==> src/smrzod_cfg.svh <==
// offsets, field positions, reset values and counts of the mode decoder
`ifndef SMRZOD_CFG_SVH
`define SMRZOD_CFG_SVH
`define SMRZOD_ADR_ZERO    8'h00
`define SMRZOD_ADR_ONE     8'h04
`define SMRZOD_ADR_STAT    8'h08
`define SMRZOD_ADR_CTRL    8'h0c
`define SMRZOD_Z_BL_HI     1
`define SMRZOD_Z_BL_LO     0
`define SMRZOD_Z_CD2       2
`define SMRZOD_Z_BT        3
`define SMRZOD_Z_CD_HI     6
`define SMRZOD_Z_CD_LO     4
`define SMRZOD_Z_TM        7
`define SMRZOD_Z_DLLRST    8
`define SMRZOD_Z_WR_HI     11
`define SMRZOD_Z_WR_LO     9
`define SMRZOD_Z_PDX       12
`define SMRZOD_O_DLLDIS    0
`define SMRZOD_O_LAT_HI    4
`define SMRZOD_O_LAT_LO    3
`define SMRZOD_O_WLVL      7
`define SMRZOD_O_QOFF      12
`define SMRZOD_OTF_BIT     12
`define SMRZOD_MR_RST      13'h0000
`define SMRZOD_CTRL_RST    10'h0a6
`define SMRZOD_CD_BASE     6'h04
`define SMRZOD_WR_BASE     6'h04
`define SMRZOD_WR_ZERO     6'h10
`define SMRZOD_LOCK_CK     10'h200
`define SMRZOD_LAST_BEAT   3'h7
`define SMRZOD_CHOP_LAST   3'h3
`endif

==> src/smrzod_pkg.sv <==
// types shared by the mode register decoder
package smrzod_pkg;
   typedef struct packed {
      logic        cke;
      logic        cs_n;
      logic        ras_n;
      logic        cas_n;
      logic        we_n;
      logic [2:0]  ba;
      logic [12:0] addr;
   } smrzod_cmd_t;

   typedef enum logic [1:0] {
      SMRZOD_BL_EIGHT = 2'b00,
      SMRZOD_BL_OTF   = 2'b01,
      SMRZOD_BL_CHOP  = 2'b10,
      SMRZOD_BL_RSVD  = 2'b11
   } smrzod_bl_t;

   typedef enum logic [1:0] {
      SMRZOD_IDLE  = 2'b00,
      SMRZOD_WAIT  = 2'b01,
      SMRZOD_BURST = 2'b10
   } smrzod_state_t;
endpackage : smrzod_pkg

==> src/smrzod_sync.sv <==
// two flip-flop synchroniser for a group of pins
`timescale 1ns/100ps
`default_nettype none
module smrzod_sync #(
   parameter int W = 1
) (
   input  wire logic         clk_sys_in,
   input  wire logic         rst_in,
   input  wire logic [W-1:0] d_in,
   output var  logic [W-1:0] q_out
);
   logic [W-1:0] meta;

   always_ff @(posedge clk_sys_in or posedge rst_in)
   begin
      if (rst_in)
      begin
         meta  <= '0;
         q_out <= '0;
      end
      else
      begin
         meta  <= d_in;
         q_out <= meta;
      end
   end
endmodule : smrzod_sync
`default_nettype wire

==> src/smrzod_decode.sv <==
// mode register zero/one decoder with burst order and read delay logic
`timescale 1ns/100ps
`default_nettype none
`include "smrzod_cfg.svh"
module smrzod_decode (
   input  wire logic        clk_sys_in,
   input  wire logic        rst_in,
   input  wire logic        ck_in,
   input  wire logic        cke_in,
   input  wire logic        cs_n_in,
   input  wire logic        ras_n_in,
   input  wire logic        cas_n_in,
   input  wire logic        we_n_in,
   input  wire logic [2:0]  ba_in,
   input  wire logic [12:0] addr_in,
   input  wire logic        wb_cyc_in,
   input  wire logic        wb_stb_in,
   input  wire logic        wb_we_in,
   input  wire logic [7:0]  wb_adr_in,
   input  wire logic [3:0]  wb_sel_in,
   input  wire logic [31:0] wb_dat_in,
   output var  logic [31:0] wb_dat_out,
   output var  logic        wb_ack_out,
   output var  logic        beat_valid_out,
   output var  logic [2:0]  beat_col_out,
   output var  logic        beat_write_out,
   output var  logic        beat_drive_out,
   output var  logic        beat_care_out,
   output var  logic        write_ref_out,
   output var  logic        dll_running_out,
   output var  logic        dll_locked_out,
   output var  logic        self_refresh_out
);
   smrzod_pkg::smrzod_cmd_t   pins;
   smrzod_pkg::smrzod_cmd_t   cmd;
   smrzod_pkg::smrzod_state_t state;
   logic        ck_s;
   logic        ck_d;
   logic [12:0] mode_reg_zero;
   logic [12:0] mode_reg_one;
   logic [9:0]  ctrl;
   logic        dll_rst_pend;
   logic [9:0]  lock_cnt;
   logic        self_ref;
   logic        pdown;
   logic [5:0]  wait_cnt;
   logic [2:0]  beat_idx;
   logic [2:0]  start_col;
   logic        is_write;
   logic        chop;
   logic        chop_fixed;
   logic        interleave;

   assign pins = '{cke: cke_in, cs_n: cs_n_in, ras_n: ras_n_in,
                   cas_n: cas_n_in, we_n: we_n_in, ba: ba_in,
                   addr: addr_in};

   smrzod_sync #(
      .W($bits(smrzod_pkg::smrzod_cmd_t) + 1)
   ) u_sync (
      .clk_sys_in (clk_sys_in),
      .rst_in     (rst_in),
      .d_in       ({ck_in, pins}),
      .q_out      ({ck_s, cmd})
   );

   // link clock edges as seen from the system clock
   wire ck_rise = ck_s & ~ck_d;
   wire ck_fall = ~ck_s & ck_d;
   wire ck_edge = ck_rise | ck_fall;

   wire cmd_sel   = ck_rise & ~cmd.cs_n;
   wire is_mrs    = cmd_sel & ~cmd.ras_n & ~cmd.cas_n & ~cmd.we_n;
   wire is_ref    = cmd_sel & ~cmd.ras_n & ~cmd.cas_n & cmd.we_n;
   wire is_rd     = cmd_sel & cmd.ras_n & ~cmd.cas_n & cmd.we_n;
   wire is_wr     = cmd_sel & cmd.ras_n & ~cmd.cas_n & ~cmd.we_n;
   wire load_zero = is_mrs & (cmd.ba == 3'h0);
   wire load_one  = is_mrs & (cmd.ba == 3'h1);

   // decoded fields of register zero
   wire [1:0] bl_code   = mode_reg_zero[`SMRZOD_Z_BL_HI:`SMRZOD_Z_BL_LO];
   wire       bl_otf    = bl_code == smrzod_pkg::SMRZOD_BL_OTF;
   wire       bl_chop   = bl_code == smrzod_pkg::SMRZOD_BL_CHOP;
   wire       bt_ilv    = mode_reg_zero[`SMRZOD_Z_BT];
   wire [3:0] cd_code   = {mode_reg_zero[`SMRZOD_Z_CD2],
                           mode_reg_zero[`SMRZOD_Z_CD_HI:`SMRZOD_Z_CD_LO]};
   wire [5:0] col_delay = `SMRZOD_CD_BASE + {2'b00, cd_code};
   wire [2:0] wr_code   = mode_reg_zero[`SMRZOD_Z_WR_HI:`SMRZOD_Z_WR_LO];
   wire [5:0] wr_cycles = (wr_code == 3'h0) ? `SMRZOD_WR_ZERO :
                          wr_code[2] ? {2'b00, wr_code, 1'b0} :
                          `SMRZOD_WR_BASE + {3'b000, wr_code};
   wire [5:0] ap_delay  = wr_cycles + {1'b0, ctrl[4:0]};
   wire       fast_exit = mode_reg_zero[`SMRZOD_Z_PDX];

   // decoded fields of register one
   wire [1:0] lat_code  = mode_reg_one[`SMRZOD_O_LAT_HI:`SMRZOD_O_LAT_LO];
   wire [5:0] add_lat   = (lat_code == 2'b01) ? col_delay - 6'h01 :
                          (lat_code == 2'b10) ? col_delay - 6'h02 :
                          6'h00;
   wire [5:0] rd_delay  = add_lat + col_delay;
   wire [5:0] wr_delay  = add_lat + {1'b0, ctrl[9:5]};
   wire       dll_en    = ~mode_reg_one[`SMRZOD_O_DLLDIS];
   wire       qoff      = mode_reg_one[`SMRZOD_O_QOFF];

   // loop stops in self refresh, and in slow-exit precharge power-down
   wire dll_run = dll_en & ~self_ref & ~(pdown & ~fast_exit);

   // chop choice of the command now on the pins
   wire cmd_chop = bl_chop | (bl_otf & ~cmd.addr[`SMRZOD_OTF_BIT]);

   // beat scheduling
   wire start_burst = (state == smrzod_pkg::SMRZOD_WAIT) & ck_rise &
                      (wait_cnt <= 6'h01);
   wire emit_now    = start_burst |
                      ((state == smrzod_pkg::SMRZOD_BURST) & ck_edge);
   wire [2:0] idx   = (state == smrzod_pkg::SMRZOD_WAIT) ? 3'h0 : beat_idx;

   wire [2:0] seq_col  = {start_col[2] ^ idx[2],
                          start_col[1:0] + idx[1:0]};
   wire [2:0] ilv_col  = start_col ^ idx;
   wire [1:0] chop_low = interleave ? start_col[1:0] ^ idx[1:0] :
                         start_col[1:0] + idx[1:0];
   wire [2:0] rd_col   = chop ? {start_col[2], chop_low} :
                         interleave ? ilv_col : seq_col;
   wire [2:0] wr_col   = chop ? {start_col[2], idx[1:0]} : idx;
   wire       beat_off = chop & idx[2];
   wire [2:0] ref_beat = chop_fixed ? `SMRZOD_CHOP_LAST : `SMRZOD_LAST_BEAT;

   // register bus decode
   wire       wb_req  = wb_cyc_in & wb_stb_in & ~wb_ack_out;
   wire       sel_zro = wb_adr_in == `SMRZOD_ADR_ZERO;
   wire       sel_one = wb_adr_in == `SMRZOD_ADR_ONE;
   wire       sel_st  = wb_adr_in == `SMRZOD_ADR_STAT;
   wire       sel_ct  = wb_adr_in == `SMRZOD_ADR_CTRL;
   wire       ctrl_wr = wb_cyc_in & wb_stb_in & wb_ack_out & wb_we_in & sel_ct;
   wire [9:0] ctrl_nx = {wb_sel_in[1] ? wb_dat_in[9:8] : ctrl[9:8],
                         wb_sel_in[0] ? wb_dat_in[7:0] : ctrl[7:0]};
   wire [31:0] stat_word = {2'b00, dll_rst_pend, self_ref, dll_run,
                            dll_locked_out, ap_delay, wr_cycles[4:0],
                            rd_delay[4:0], add_lat[4:0], col_delay[4:0]};
   wire [31:0] rd_word = sel_zro ? {19'h00000, mode_reg_zero} :
                         sel_one ? {19'h00000, mode_reg_one} :
                         sel_st  ? stat_word :
                         sel_ct  ? {22'h000000, ctrl} : 32'h00000000;

   always_ff @(posedge clk_sys_in or posedge rst_in)
   begin
      if (rst_in)
         ck_d <= 1'b0;
      else
         ck_d <= ck_s;
   end

   // mode register zero; a new load wins over the self-clear
   always_ff @(posedge clk_sys_in or posedge rst_in)
   begin
      if (rst_in)
      begin
         mode_reg_zero <= `SMRZOD_MR_RST;
         dll_rst_pend  <= 1'b0;
      end
      else if (load_zero)
      begin
         mode_reg_zero <= cmd.addr;
         dll_rst_pend  <= cmd.addr[`SMRZOD_Z_DLLRST];
      end
      else if (dll_rst_pend)
      begin
         mode_reg_zero[`SMRZOD_Z_DLLRST] <= 1'b0;
         dll_rst_pend  <= 1'b0;
      end
   end

   always_ff @(posedge clk_sys_in or posedge rst_in)
   begin
      if (rst_in)
         mode_reg_one <= `SMRZOD_MR_RST;
      else if (load_one)
         mode_reg_one <= cmd.addr;
   end

   // lock counter runs in link clocks while the loop runs
   always_ff @(posedge clk_sys_in or posedge rst_in)
   begin
      if (rst_in)
         lock_cnt <= `SMRZOD_LOCK_CK;
      else if (dll_rst_pend | ~dll_en)
         lock_cnt <= `SMRZOD_LOCK_CK;
      else if (ck_rise & dll_run & (lock_cnt != 10'h000))
         lock_cnt <= lock_cnt - 10'h001;
   end

   // self refresh: refresh taken with clock enable low, left on cke high
   always_ff @(posedge clk_sys_in or posedge rst_in)
   begin
      if (rst_in)
      begin
         self_ref <= 1'b0;
         pdown    <= 1'b0;
      end
      else if (ck_rise)
      begin
         self_ref <= cmd.cke ? 1'b0 : (self_ref | is_ref);
         pdown    <= ~cmd.cke & ~is_ref & ~self_ref;
      end
   end

   always_ff @(posedge clk_sys_in or posedge rst_in)
   begin
      if (rst_in)
         ctrl <= `SMRZOD_CTRL_RST;
      else if (ctrl_wr)
         ctrl <= ctrl_nx;
   end

   // read and write commands that arrive during a burst are ignored
   always_ff @(posedge clk_sys_in or posedge rst_in)
   begin
      if (rst_in)
      begin
         state      <= smrzod_pkg::SMRZOD_IDLE;
         wait_cnt   <= 6'h00;
         beat_idx   <= 3'h0;
         start_col  <= 3'h0;
         is_write   <= 1'b0;
         chop       <= 1'b0;
         chop_fixed <= 1'b0;
         interleave <= 1'b0;
      end
      else
      begin
         case (state)
            smrzod_pkg::SMRZOD_IDLE:
            begin
               if (is_rd | is_wr)
               begin
                  state      <= smrzod_pkg::SMRZOD_WAIT;
                  wait_cnt   <= is_wr ? wr_delay : rd_delay;
                  start_col  <= cmd.addr[2:0];
                  is_write   <= is_wr;
                  chop       <= cmd_chop;
                  chop_fixed <= bl_chop;
                  interleave <= bt_ilv;
               end
            end
            smrzod_pkg::SMRZOD_WAIT:
            begin
               if (start_burst)
               begin
                  state    <= smrzod_pkg::SMRZOD_BURST;
                  beat_idx <= 3'h1;
               end
               else if (ck_rise)
                  wait_cnt <= wait_cnt - 6'h01;
            end
            smrzod_pkg::SMRZOD_BURST:
            begin
               if (ck_edge)
               begin
                  beat_idx <= beat_idx + 3'h1;
                  if (beat_idx == `SMRZOD_LAST_BEAT)
                     state <= smrzod_pkg::SMRZOD_IDLE;
               end
            end
            default:
               state <= smrzod_pkg::SMRZOD_IDLE;
         endcase
      end
   end

   always_ff @(posedge clk_sys_in or posedge rst_in)
   begin
      if (rst_in)
      begin
         beat_valid_out <= 1'b0;
         beat_col_out   <= 3'h0;
         beat_write_out <= 1'b0;
         beat_drive_out <= 1'b0;
         beat_care_out  <= 1'b0;
         write_ref_out  <= 1'b0;
      end
      else
      begin
         beat_valid_out <= emit_now;
         beat_col_out   <= emit_now ? (is_write ? wr_col : rd_col) : 3'h0;
         beat_write_out <= emit_now & is_write;
         beat_drive_out <= emit_now & ~is_write & ~beat_off & ~qoff;
         beat_care_out  <= emit_now & ~beat_off;
         write_ref_out  <= emit_now & is_write & (idx == ref_beat);
      end
   end

   always_ff @(posedge clk_sys_in or posedge rst_in)
   begin
      if (rst_in)
      begin
         dll_running_out  <= 1'b0;
         dll_locked_out   <= 1'b0;
         self_refresh_out <= 1'b0;
      end
      else
      begin
         dll_running_out  <= dll_run;
         dll_locked_out   <= dll_run & (lock_cnt == 10'h000) & ~dll_rst_pend;
         self_refresh_out <= self_ref;
      end
   end

   // one wait state: ack a cycle after the strobe, dropped the next
   always_ff @(posedge clk_sys_in or posedge rst_in)
   begin
      if (rst_in)
      begin
         wb_ack_out <= 1'b0;
         wb_dat_out <= 32'h00000000;
      end
      else
      begin
         wb_ack_out <= wb_req;
         wb_dat_out <= wb_req ? rd_word : 32'h00000000;
      end
   end
endmodule : smrzod_decode
`default_nettype wire

==> config.mk <==
export PLATFORM = sky130hd
export DESIGN_NAME = smrzod_decode
export DESIGN_NICKNAME = d
export VERILOG_FILES = /design/src/smrzod_pkg.sv /design/src/smrzod_sync.sv /design/src/smrzod_decode.sv
export VERILOG_INCLUDE_DIRS = /design/src
export SDC_FILE = /design/constraint.sdc
export NUM_CORES = 1
export LEC_CHECK = 0
export ABC_AREA = 1
export ABC_CLOCK_PERIOD_IN_PS = 5700
export BUFFER_PORTS_ARGS = -buffer_cell sky130_fd_sc_hd__buf_2
export CORE_MARGIN = 2
export CORE_UTILIZATION = 30
export DETAILED_ROUTE_END_ITERATION = 10
export SYNTH_ARGS = -nofsm -noshare
export SYNTH_HDL_FRONTEND = slang
export SYNTH_SLANG_ARGS = --single-unit
==> constraint.sdc <==
create_clock -name clk_sys_in -period 5.7 [get_ports clk_sys_in]
set_input_delay 1.14 -clock clk_sys_in [delete_from_list [all_inputs] [get_ports clk_sys_in]]
set_output_delay 1.14 -clock clk_sys_in [all_outputs]
set_load 0.02 [all_outputs]
* After elaboration in Yosys (flattened, before gate mapping)
Index checks and enable logic that the tools add are counted.
** Operators by class
- Add/sub/neg operators :: 11
- Order comparisons :: 1
- Equal/unequal tests :: 18
- Mux-type cells :: 36
- Bitwise operators :: 65
- Reductions and logical operators :: 16
** Operator list (number)
- 30-bit two-way mux :: 4
- 1-bit bitwise AND :: 38
- 6-bit two-way mux :: 6
- 10-bit two-way mux :: 3
- 3-bit two-way mux :: 9
- 1-bit inverter :: 18
- 8-bit by 4-bit == test with 1-bit output (second input constant) :: 2
- 6-bit by 5-bit adder with 6-bit output :: 2
- 6-bit case mux with 2 select lines :: 1
- 10-bit logical NOT :: 1
- 2-bit two-way mux :: 5
- 2-bit inequality test (second input constant) :: 5
- 10-bit nonzero test :: 1
- 10-bit by 1-bit subtractor with 10-bit output (second input constant) :: 1
- 8-bit by 3-bit == test with 1-bit output (second input constant) :: 1
- 8-bit logical NOT :: 1
- 4-bit AND reduction :: 2
- 2-bit nonzero test :: 4
- 5-bit by 5-bit adder with 6-bit output :: 1
- 2-bit by 1-bit == test with 1-bit output (second input constant) :: 3
- 2-bit == test (second input constant) :: 3
- 6-bit by 1-bit less-or-equal comparator with 1-bit output (second input constant) :: 1
- 3-bit logical NOT :: 2
- 1-bit OR :: 6
- other kinds (22) :: 27
** Word-level totals
- Bits in registers :: 154
- Bits of input ports :: 71
- Word-level logic and storage cells :: 178

* Longest topological paths before layout
Gate-level depths: netlist of run 1.
- Word-level depth :: 9
- Mapped depth :: 17
- Mapped depth without buffers :: 17

* Modules after synthesis
Synthesis of run 1 repeated with hierarchy kept, for this count alone.
** Unflattened totals
- Cells, all modules :: 788
- Area, all modules :: 7088.0 µm²
** By module, submodules not included
- smrzod_decode :: instances 1, cells an instance 743, area each 5983.2 µm²
- smrzod_sync :: instances 1, cells an instance 45, area each 1104.8 µm²

* Least setup slack after synthesis of run 1
Ideal clock, no wire load.
- Path type :: input to register
- Start point :: input port wb_adr_in[7]
- End point :: register wb_dat_out[14]
- Arrival :: 2.178 ns
- Path slack :: 3.399 ns
- Cell stages on the path :: 9
- Path buffers :: 1
- Path through :: nor2_1 -> nand2_1 -> nor2_4 -> nand3_1 -> inv_1 -> nor2_1 -> nand2_2 -> buf_4 -> nor2_1
** On the way
- Cells in the longest elaborated chain, start to end :: 5
- Elaborated cells between the ends (all ways) :: 7
** RTL lines
- from (decl) :: line smrzod_decode.sv:19 : input wire logic [7:0] wb_adr_in,
- 8-bit by 4-bit == test with 1-bit output (no source line)
- 30-bit two-way mux :: line smrzod_decode.sv:143 : sel_st ? stat_word :
- 30-bit two-way mux :: line smrzod_decode.sv:142 : sel_one ? {19'h00000, mode_reg_one} :
- 30-bit two-way mux * :: line smrzod_decode.sv:141 : wire [31:0] rd_word = sel_zro ? {19'h00000, mode_reg_zero} :
- 30-bit two-way mux * :: line smrzod_decode.sv:320 : wb_dat_out <= wb_req ? rd_word : 32'h00000000;
- to (signal assigned) :: line smrzod_decode.sv:320
- to (decl) :: line smrzod_decode.sv:22 : output var logic [31:0] wb_dat_out,
Mark *: on every way between the ends. The rest lies on a longest branch, timed or not.
A chain may end at the register's enable or synchronous reset.

* Worst setup path after layout of run 1
- Start point :: register mode_reg_zero[5]
- End point :: register wait_cnt[4]
** On the way
- Cells in the longest elaborated chain, start to end :: 8
- Elaborated cells between the ends (all ways) :: 10
** RTL lines
- from (decl) :: line smrzod_decode.sv:39 : logic [12:0] mode_reg_zero;
- from (signal assigned) :: line smrzod_decode.sv:159 : mode_reg_zero <= `SMRZOD_MR_RST;
- from (signal assigned) :: line smrzod_decode.sv:164 : mode_reg_zero <= cmd.addr;
- 3-bit by 4-bit adder with 5-bit output (no source line) *
- 5-bit by 2-bit subtractor with 6-bit output :: line smrzod_decode.sv:98 : (lat_code == 2'b10) ? col_delay - 6'h02 :
- 6-bit two-way mux :: line smrzod_decode.sv:98
- 6-bit two-way mux :: line smrzod_decode.sv:97 : wire [5:0] add_lat = (lat_code == 2'b01) ? col_delay - 6'h01 :
- 6-bit by 5-bit adder with 6-bit output, on equally long branches :: line smrzod_decode.sv:100, smrzod_decode.sv:101
- 6-bit two-way mux * :: line smrzod_decode.sv:238 : wait_cnt <= is_wr ? wr_delay : rd_delay;
- 6-bit two-way mux * :: line smrzod_decode.sv:235 : if (is_rd | is_wr)
- 6-bit case mux with 2 select lines * :: line smrzod_decode.sv:232 : case (state)
- to (signal assigned) :: line smrzod_decode.sv:238
- to (signal assigned) :: line smrzod_decode.sv:254 : wait_cnt <= wait_cnt - 6'h01;
- to (decl) :: line smrzod_decode.sv:46 : logic [5:0] wait_cnt;
Mark *: on every way between the ends. The rest lies on a longest branch, timed or not. The select of a mux whose other input is x is not followed.

==> impl_metrics.yaml, run 1 <==
status:
  outcome: "finished, final reports clean"
global_routing:
  top_usage_layer: "met2"
  grt_overflow_total: 0
  grt_max_degree: 76
  grtUsageMet3: 0.0347
  grt_usage: 0.137
  use_met1: 0.187
  met2_usage: 0.210
  grt_antenna_before_repair: 1
  grt_pass1_wl_um: 25400
  grt_pass1_vias: 4934
cts:
  postCtsSetupBuffers: 0
  clockRootBuffer: "clkbuf_16"
  cts_sinks: 154
  clkTransAtPathRegs_ns: 0.06
  cts_buffer_depth: 2
  cts_buffers: 17
  cts_resized: 0
  cts_hold_buf: 0
  cts_tree: "yes"
  clock_latency_ns: 0.42
  cts_max_level: 4
setup_path:
  cp_slowest_stage_delay_ns: 0.48
  start_kind: "flip-flop"
  critical-path-top-delay-family: "adder cells"
  path_cells: "inv_1 -> ha_1 -> o22ai_1 -> inv_1 -> fa_1 -> nand3b_1 -> a21oi_1 -> nor2_1 -> nand2_1 -> nand3_1 -> a21oi_1"
  rrSetupSlack_ns: 2.87
  reg2reg_from: "mode_reg_zero[5]$_DFFE_PP0P_"
  worst_ep_required_time_ns: 6.04
  crit_end: "wait_cnt[4]$_DFFE_PP0P_"
  worst_setup_path_end_kind: "flip-flop"
  cp_max_fo: 6
  r2r-end: "wait_cnt[4]$_DFFE_PP0P_"
  path_depth: 11
  crit_arrival_ns: 3.18
  r2r_cells: 11
  critPathBufInv: 2
  slowest_stage: "dfrtp_1"
  critical_path_class: "flip-flop to flip-flop"
  critPathLaunch: "mode_reg_zero[5]$_DFFE_PP0P_"
floorplan:
  fp.dieH_um: 155
  die_area_um2: 23900
  die_w_um: 155
  rows: 55
  core_area_um2: 22400
  start_util: 0.303
  num_io_pins: 115
logic_synthesis:
  ys.flop_type: "dfrtp_1"
  mappedNetlistArea_um2: 6800
  synth_cells: 729
  synth_edf_count: 0
  ys_types: 40
  synth_seq_area_share: 0.568
  synth_top_cell_by_area: "dfrtp_1"
  synthTopCellsByArea: "dfrtp_1 55%, nand2_1 6.3%, inv_1 5.9%"
  synthDominantCellAreaShare: 0.548
  syn_area_per_cell_um2: 9.33
  synth_warnings: 0
  ys_ff_latch: 154
  synthArstFlopShare: 1.00
timing:
  finalMaxSlewViolations: 0
  fin_hold_ws_ns: 0.345
  finalHoldViolations: 0
  setup_tns_ns: 0
  rsz0062_at_grt: "no"
  post-route-min-period_ns: 2.83
  fmax_mhz: 353
  finalCritPeriodShare: 0.497
  fin_skew_ns: 0.00758
  setup_viol: 0
  slew-limit-headroom: 0.490
  tightest_slew_ns: 0.762
cells_and_area:
  layout_commonest_cell: "dfrtp_1"
  syn2layout_area_growth_pct: 19.5
  drive_gt1_frac: 0.171
  regArea_um2: 3860
  diodes: 0
  nFillCells: 2325
  multi_input_area_um2: 2470
  fin_nets: 930
  final_cell_mix: "149 x dfrtp_1, 115 x nand2_1, 106 x inv_1, 90 x nor2_1, 88 x buf_2"
pwr:
  pwr-share-comb: 0.169
  switching_power_mw: 0.839
  p_leak_nw: 4.14
  powerDensity_nw_per_um2: 351
  pwr-share-seq: 0.457
  clockPowerShare: 0.375
  p_int_mw: 2.02
  switching_share: 0.294
  vdd_drop_max_uv: 214
job:
  drv_cap: 0
place:
  dp.final_hpwl_um: 11300
  port_buffers: 88
  routabilityCongestion: 0.890
detailed_routing:
  dr.pass1.iters: 5
  ant_nets: 0
  wl_per_cell_um: 13.7
  drcViolationCount: 0
  via_per_inst: 4.47
  wirelength_um: 15400
  drt-initial-drc-count: 337
  vias: 5028
worst_hold_path:
  min_path_type: "flip-flop to flip-flop"
final cells by class:
type,instances,area share
Clock inverter,12,0.0145
Clock buffer,20,0.0550
Inverter,110,0.0514
Multi-Input combinational cell,455,0.304
Tap cell,285,0.0439
Timing Repair Buffer,90,0.0560
Sequential cell,154,0.475
state kept, by name, indices dropped and copies added (netlist names), 2 cells and up:
signal         cells
beat_idx           3
wait_cnt           6
lock_cnt          10
u_sync.q_out      22
mode_reg_zero     13
start_col          3
wb_dat_out        30
u_sync.meta       22
state              2
beat_col_out       3
mode_reg_one      13
ctrl              10
per-layer routing:
layer / vias up / part of all wire
met1: 2359 / 0.48
met5: - / 0.00084
li1: 2552 / -
met4: 2 / 0.019
met3: 23 / 0.036
met2: 92 / 0.46
through the flow:
stage / instance area, um2 / worst slack, ns / util / power, mW / std cells
CTS: 8130 / 2.93 / 0.362 / 2.90 / 1126
floorplan: 6800 / 0.418 / - / 1.67 / 730
finish: 8130 / 2.87 / 0.362 / 2.86 / 1126
detailed placement: 7560 / 2.55 / 0.337 / 1.81 / 1094
global placement: 7560 / 2.56 / 0.337 / 1.79 / 1094
global route: 8130 / 2.65 / 0.362 / 3.04 / 1126
synth_stat cells, types with 6 or more instances:
cell type    n
o21ai_1     26
o21ai_0     49
o22ai_1     11
a21oi_1     30
dfrtp_1    149
nand2_1    115
nor3_1       7
inv_1      107
xor2_1       6
nor2_1      90
nand3_1     36
xnor2_1      8
ha_1        28
logic make-up after synthesis:
| logic type | Yosys count | share of synthesized area |
|---|---|---|
| flip-flops | 154 | 0.568 |
| AND/OR/NAND/NOR | 276 | 0.179 |
| adder cells (fa/ha/maj) | 31 | 0.0604 |
| buffers and inverters | 121 | 0.0690 |
| AO/OA/AOI/OAI | 132 | 0.105 |
| XOR/XNOR | 14 | 0.0180 |
| other | 1 | 0.000552 |
worst min-delay path by stage:
stage	start	endpoint	cells past startpoint
after CTS	u_sync.meta[10]$_DFF_PP0_	u_sync.q_out[10]$_DFF_PP0_	0
after detailed placement	u_sync.meta[4]$_DFF_PP0_	u_sync.q_out[4]$_DFF_PP0_	0
final	u_sync.meta[9]$_DFF_PP0_	u_sync.q_out[9]$_DFF_PP0_	0
after global routing	u_sync.meta[11]$_DFF_PP0_	u_sync.q_out[11]$_DFF_PP0_	0
after floorplan	u_sync.meta[0]$_DFF_PP0_	u_sync.q_out[0]$_DFF_PP0_	0
after global placement	u_sync.meta[6]$_DFF_PP0_	u_sync.q_out[6]$_DFF_PP0_	0
power groups by stage:
stage | registers (mW) | clock network, mW | logic [mW]
after global routing | 1.32 | 1.16 | 0.566
after floorplan | 1.33 | 0 | 0.345
after global placement | 1.32 | 0 | 0.474
after CTS | 1.30 | 1.11 | 0.488
final | 1.30 | 1.07 | 0.482
after detailed placement | 1.32 | 0 | 0.486
Power figures use the tool's default switching activity.
==> run 2, diff against run 1 <==
- ABC_AREA: 1 -> 0
- ABC_CLOCK_PERIOD_IN_PS: 5700 -> 2700
- clock period: 5.7 -> 2.7 ns (I/O delays scaled with it)
==> run 2 against run 1 <==
  * Synthesized cell count fell by 22%
  * Critical path depth down 2
  * Final area up 1.2%
  * Wire length fell by 2.2%
  * Fmax is 12% higher
  * Die area fell by 0.27%
  * Critical endpoint is now wait_cnt[2]$_DFFE_PP0P_
==> impl_metrics.yaml, run 2 <==
place:
  dp.final_hpwl_um: 11300
  routabilityCongestion: 0.853
  placed_cell_area_um2: 7640
  place_inst: 945
  port_buffers: 88
timing:
  fin_skew_ns: 0.0109
  slew-limit-headroom: 0.523
  setup_viol: 0
  fmax_mhz: 395
  setup_tns_ns: 0
  fin_hold_ws_ns: 0.169
  tightest_slew_ns: 0.697
  rsz0062_at_grt: "yes"
  post-route-min-period_ns: 2.53
  finalHoldViolations: 0
  finalMaxSlewViolations: 0
  finalCritPeriodShare: 0.939
cts:
  clockRootBuffer: "clkbuf_16"
  cts_buffer_depth: 2
  clkTransAtPathRegs_ns: 0.06
  cts_tree: "yes"
  cts_sinks: 154
  cts_buffers: 17
  clock_latency_ns: 0.43
  cts_max_level: 4
  postCtsSetupBuffers: 0
floorplan:
  core_area_um2: 22400
  die_area_um2: 23800
  die_w_um: 154
  start_util: 0.302
  rows: 55
  fp.dieH_um: 154
  num_io_pins: 115
logic_synthesis:
  synthArstFlopShare: 1.00
  mappedNetlistArea_um2: 6780
  synth_cells: 571
  synth_common_cells: "149 x dfrtp_1, 49 x nor2_1, 40 x nand2_1, 28 x ha_1"
  ys.flop_type: "dfrtp_1"
  synth_seq_area_share: 0.569
  synth_most_common_cell: "dfrtp_1"
  synthDominantCellAreaShare: 0.550
  synth_warnings: 0
  ys_types: 68
  syn_area_per_cell_um2: 11.9
  synthTopCellsByArea: "dfrtp_1 55%, ha_1 5.2%, mux2_2 3.3%"
  synth_edf_count: 0
  synth_top_cell_by_area: "dfrtp_1"
  ys_ff_latch: 154
setup_path:
  path_cells: "nand2b_1 -> mux2i_2 -> ha_1 -> inv_1 -> fa_1 -> xnor2_1 -> mux2_2 -> a22oi_1 -> o21ai_0"
  reg2reg_from: "mode_reg_one[3]$_DFFE_PP0P_"
  crit_arrival_ns: 2.83
  rrSetupSlack_ns: 0.17
  cp_max_fo: 6
  cp_slowest_stage_delay_ns: 0.42
  slowest_stage: "dfrtp_1"
  critical_path_class: "flip-flop to flip-flop"
  start_kind: "flip-flop"
  worst_setup_path_end_kind: "flip-flop"
  worst_ep_required_time_ns: 2.99
  critPathLaunch: "mode_reg_one[3]$_DFFE_PP0P_"
detailed_routing:
  vias: 4561
  drt-initial-drc-count: 284
  ant_nets: 0
  wl_per_cell_um: 15.4
  via_per_inst: 4.67
  dr.pass1.iters: 4
  wirelength_um: 15100
  drcViolationCount: 0
cells_and_area:
  layout_commonest_cell: "dfrtp_1"
  diodes: 0
  stdcell_count: 977
  regMostFlops: "wb_dat_out"
  fin_nets: 781
  syn2layout_area_growth_pct: 21.4
  final_cell_mix: "149 x dfrtp_1, 88 x buf_2, 49 x nor2_1, 40 x nand2_1, 28 x ha_1"
  top_regs: "wb_dat_out x30, u_sync.meta x22, u_sync.q_out x22"
  drive_gt1_frac: 0.275
  fin_area_um2: 8230
  largest_reg_flops: 30
pwr:
  switching_share: 0.275
  clockPowerShare: 0.383
  switching_power_mw: 1.68
  p_int_mw: 4.45
  pwr-share-comb: 0.164
  powerDensity_nw_per_um2: 745
  vdd_drop_max_uv: 408
  pwr-share-seq: 0.454
  p_leak_nw: 4.07
status:
  outcome: "finished, final reports clean"
worst_hold_path:
  min_path_type: "input pin to asynchronous set/reset pin"
global_routing:
  grt_pass1_wl_um: 24100
  grt_pass1_vias: 4510
  grt_overflow_total: 0
  grt_usage: 0.133
  grt_antenna_before_repair: 0
  grt_max_degree: 41
job:
  drv_cap: 0
run 2: cell families (layout without fill, tap and decap cells):
| family | Yosys count | in the layout | share of synthesized area |
|---|---|---|---|
| AO/OA/AOI/OAI | 89 | 89 | 0.0845 |
| XOR/XNOR | 21 | 21 | 0.0271 |
| adder cells (fa/ha/maj) | 31 | 31 | 0.0605 |
| buffers and inverters | 47 | 167 | 0.0332 |
| flip-flops | 154 | 154 | 0.569 |
| multiplexers | 51 | 51 | 0.0878 |
| other | 1 | 2 | 0.000553 |
| AND/OR/NAND/NOR | 177 | 177 | 0.137 |
run 2: repair_timing:
action | CTS | global route
setup endpoints to repair | 0 | 4
hold buffers | 0 | 0
resized for setup | 0 | 4
run 2: cell type report:
cell class                 instances  area [um2]
clock buffer                      24         452
inverter                          26         101
clock inverter                     8         125
sequential                       154        3860
tap                              285         357
multi-input combinational        371        2710
timing repair buffer             109         623
fill                            2197       14200
run 2: worst max-delay path, delay by kind of cell, from the launching register on:
family	cells	cell delay [ns]
AND/OR/NAND/NOR	1	0.26
flip-flops	1	0.42
adder cells (fa/ha/maj)	2	0.64
AO/OA/AOI/OAI	2	0.27
multiplexers	2	0.54
XOR/XNOR	1	0.20
buffers and inverters	1	0.07
run 2: per-layer routing:
layer	up-vias	global-route usage	wire length (um)
met1	2256	0.171	6900
li1	2197	-	-
met3	24	0.0269	460
met4	0	0.0666	358
met5	-	0	0
met2	84	0.216	7370
run 2: power groups by stage:
stage                     sequential [mW]  combinational (mW)  clock, mW
after CTS                            2.78                1.01       2.40
after global routing                 2.81                1.15       2.50
after floorplan                      2.78               0.738          0
final                                2.78                1.00       2.35
after detailed placement             2.81                1.01          0
after global placement               2.81               0.987          0
run 2: worst paths after layout:
kind,to,cells after the start
setup reg to reg,wait_cnt[2]$_DFFE_PP0P_,9
setup / recovery,wait_cnt[2]$_DFFE_PP0P_,9
hold / removal,u_sync.meta[11]$_DFF_PP0_,2
hold reg to reg,u_sync.q_out[10]$_DFF_PP0_,0
min in group clk_sys_in,u_sync.meta[0]$_DFF_PP0_,1
max in group asynchronous,self_ref$_DFFE_PP0P_,3
run 2: metrics by stage:
step,power [mW],util,setup WS [ns]
after global routing,6.46,0.367,-0.0110
after global placement,3.80,0.341,0.0944
after floorplan,3.52,-,0.219
after detailed placement,3.82,0.341,0.0961
final,6.13,0.367,0.166
after CTS,6.19,0.366,0.0804
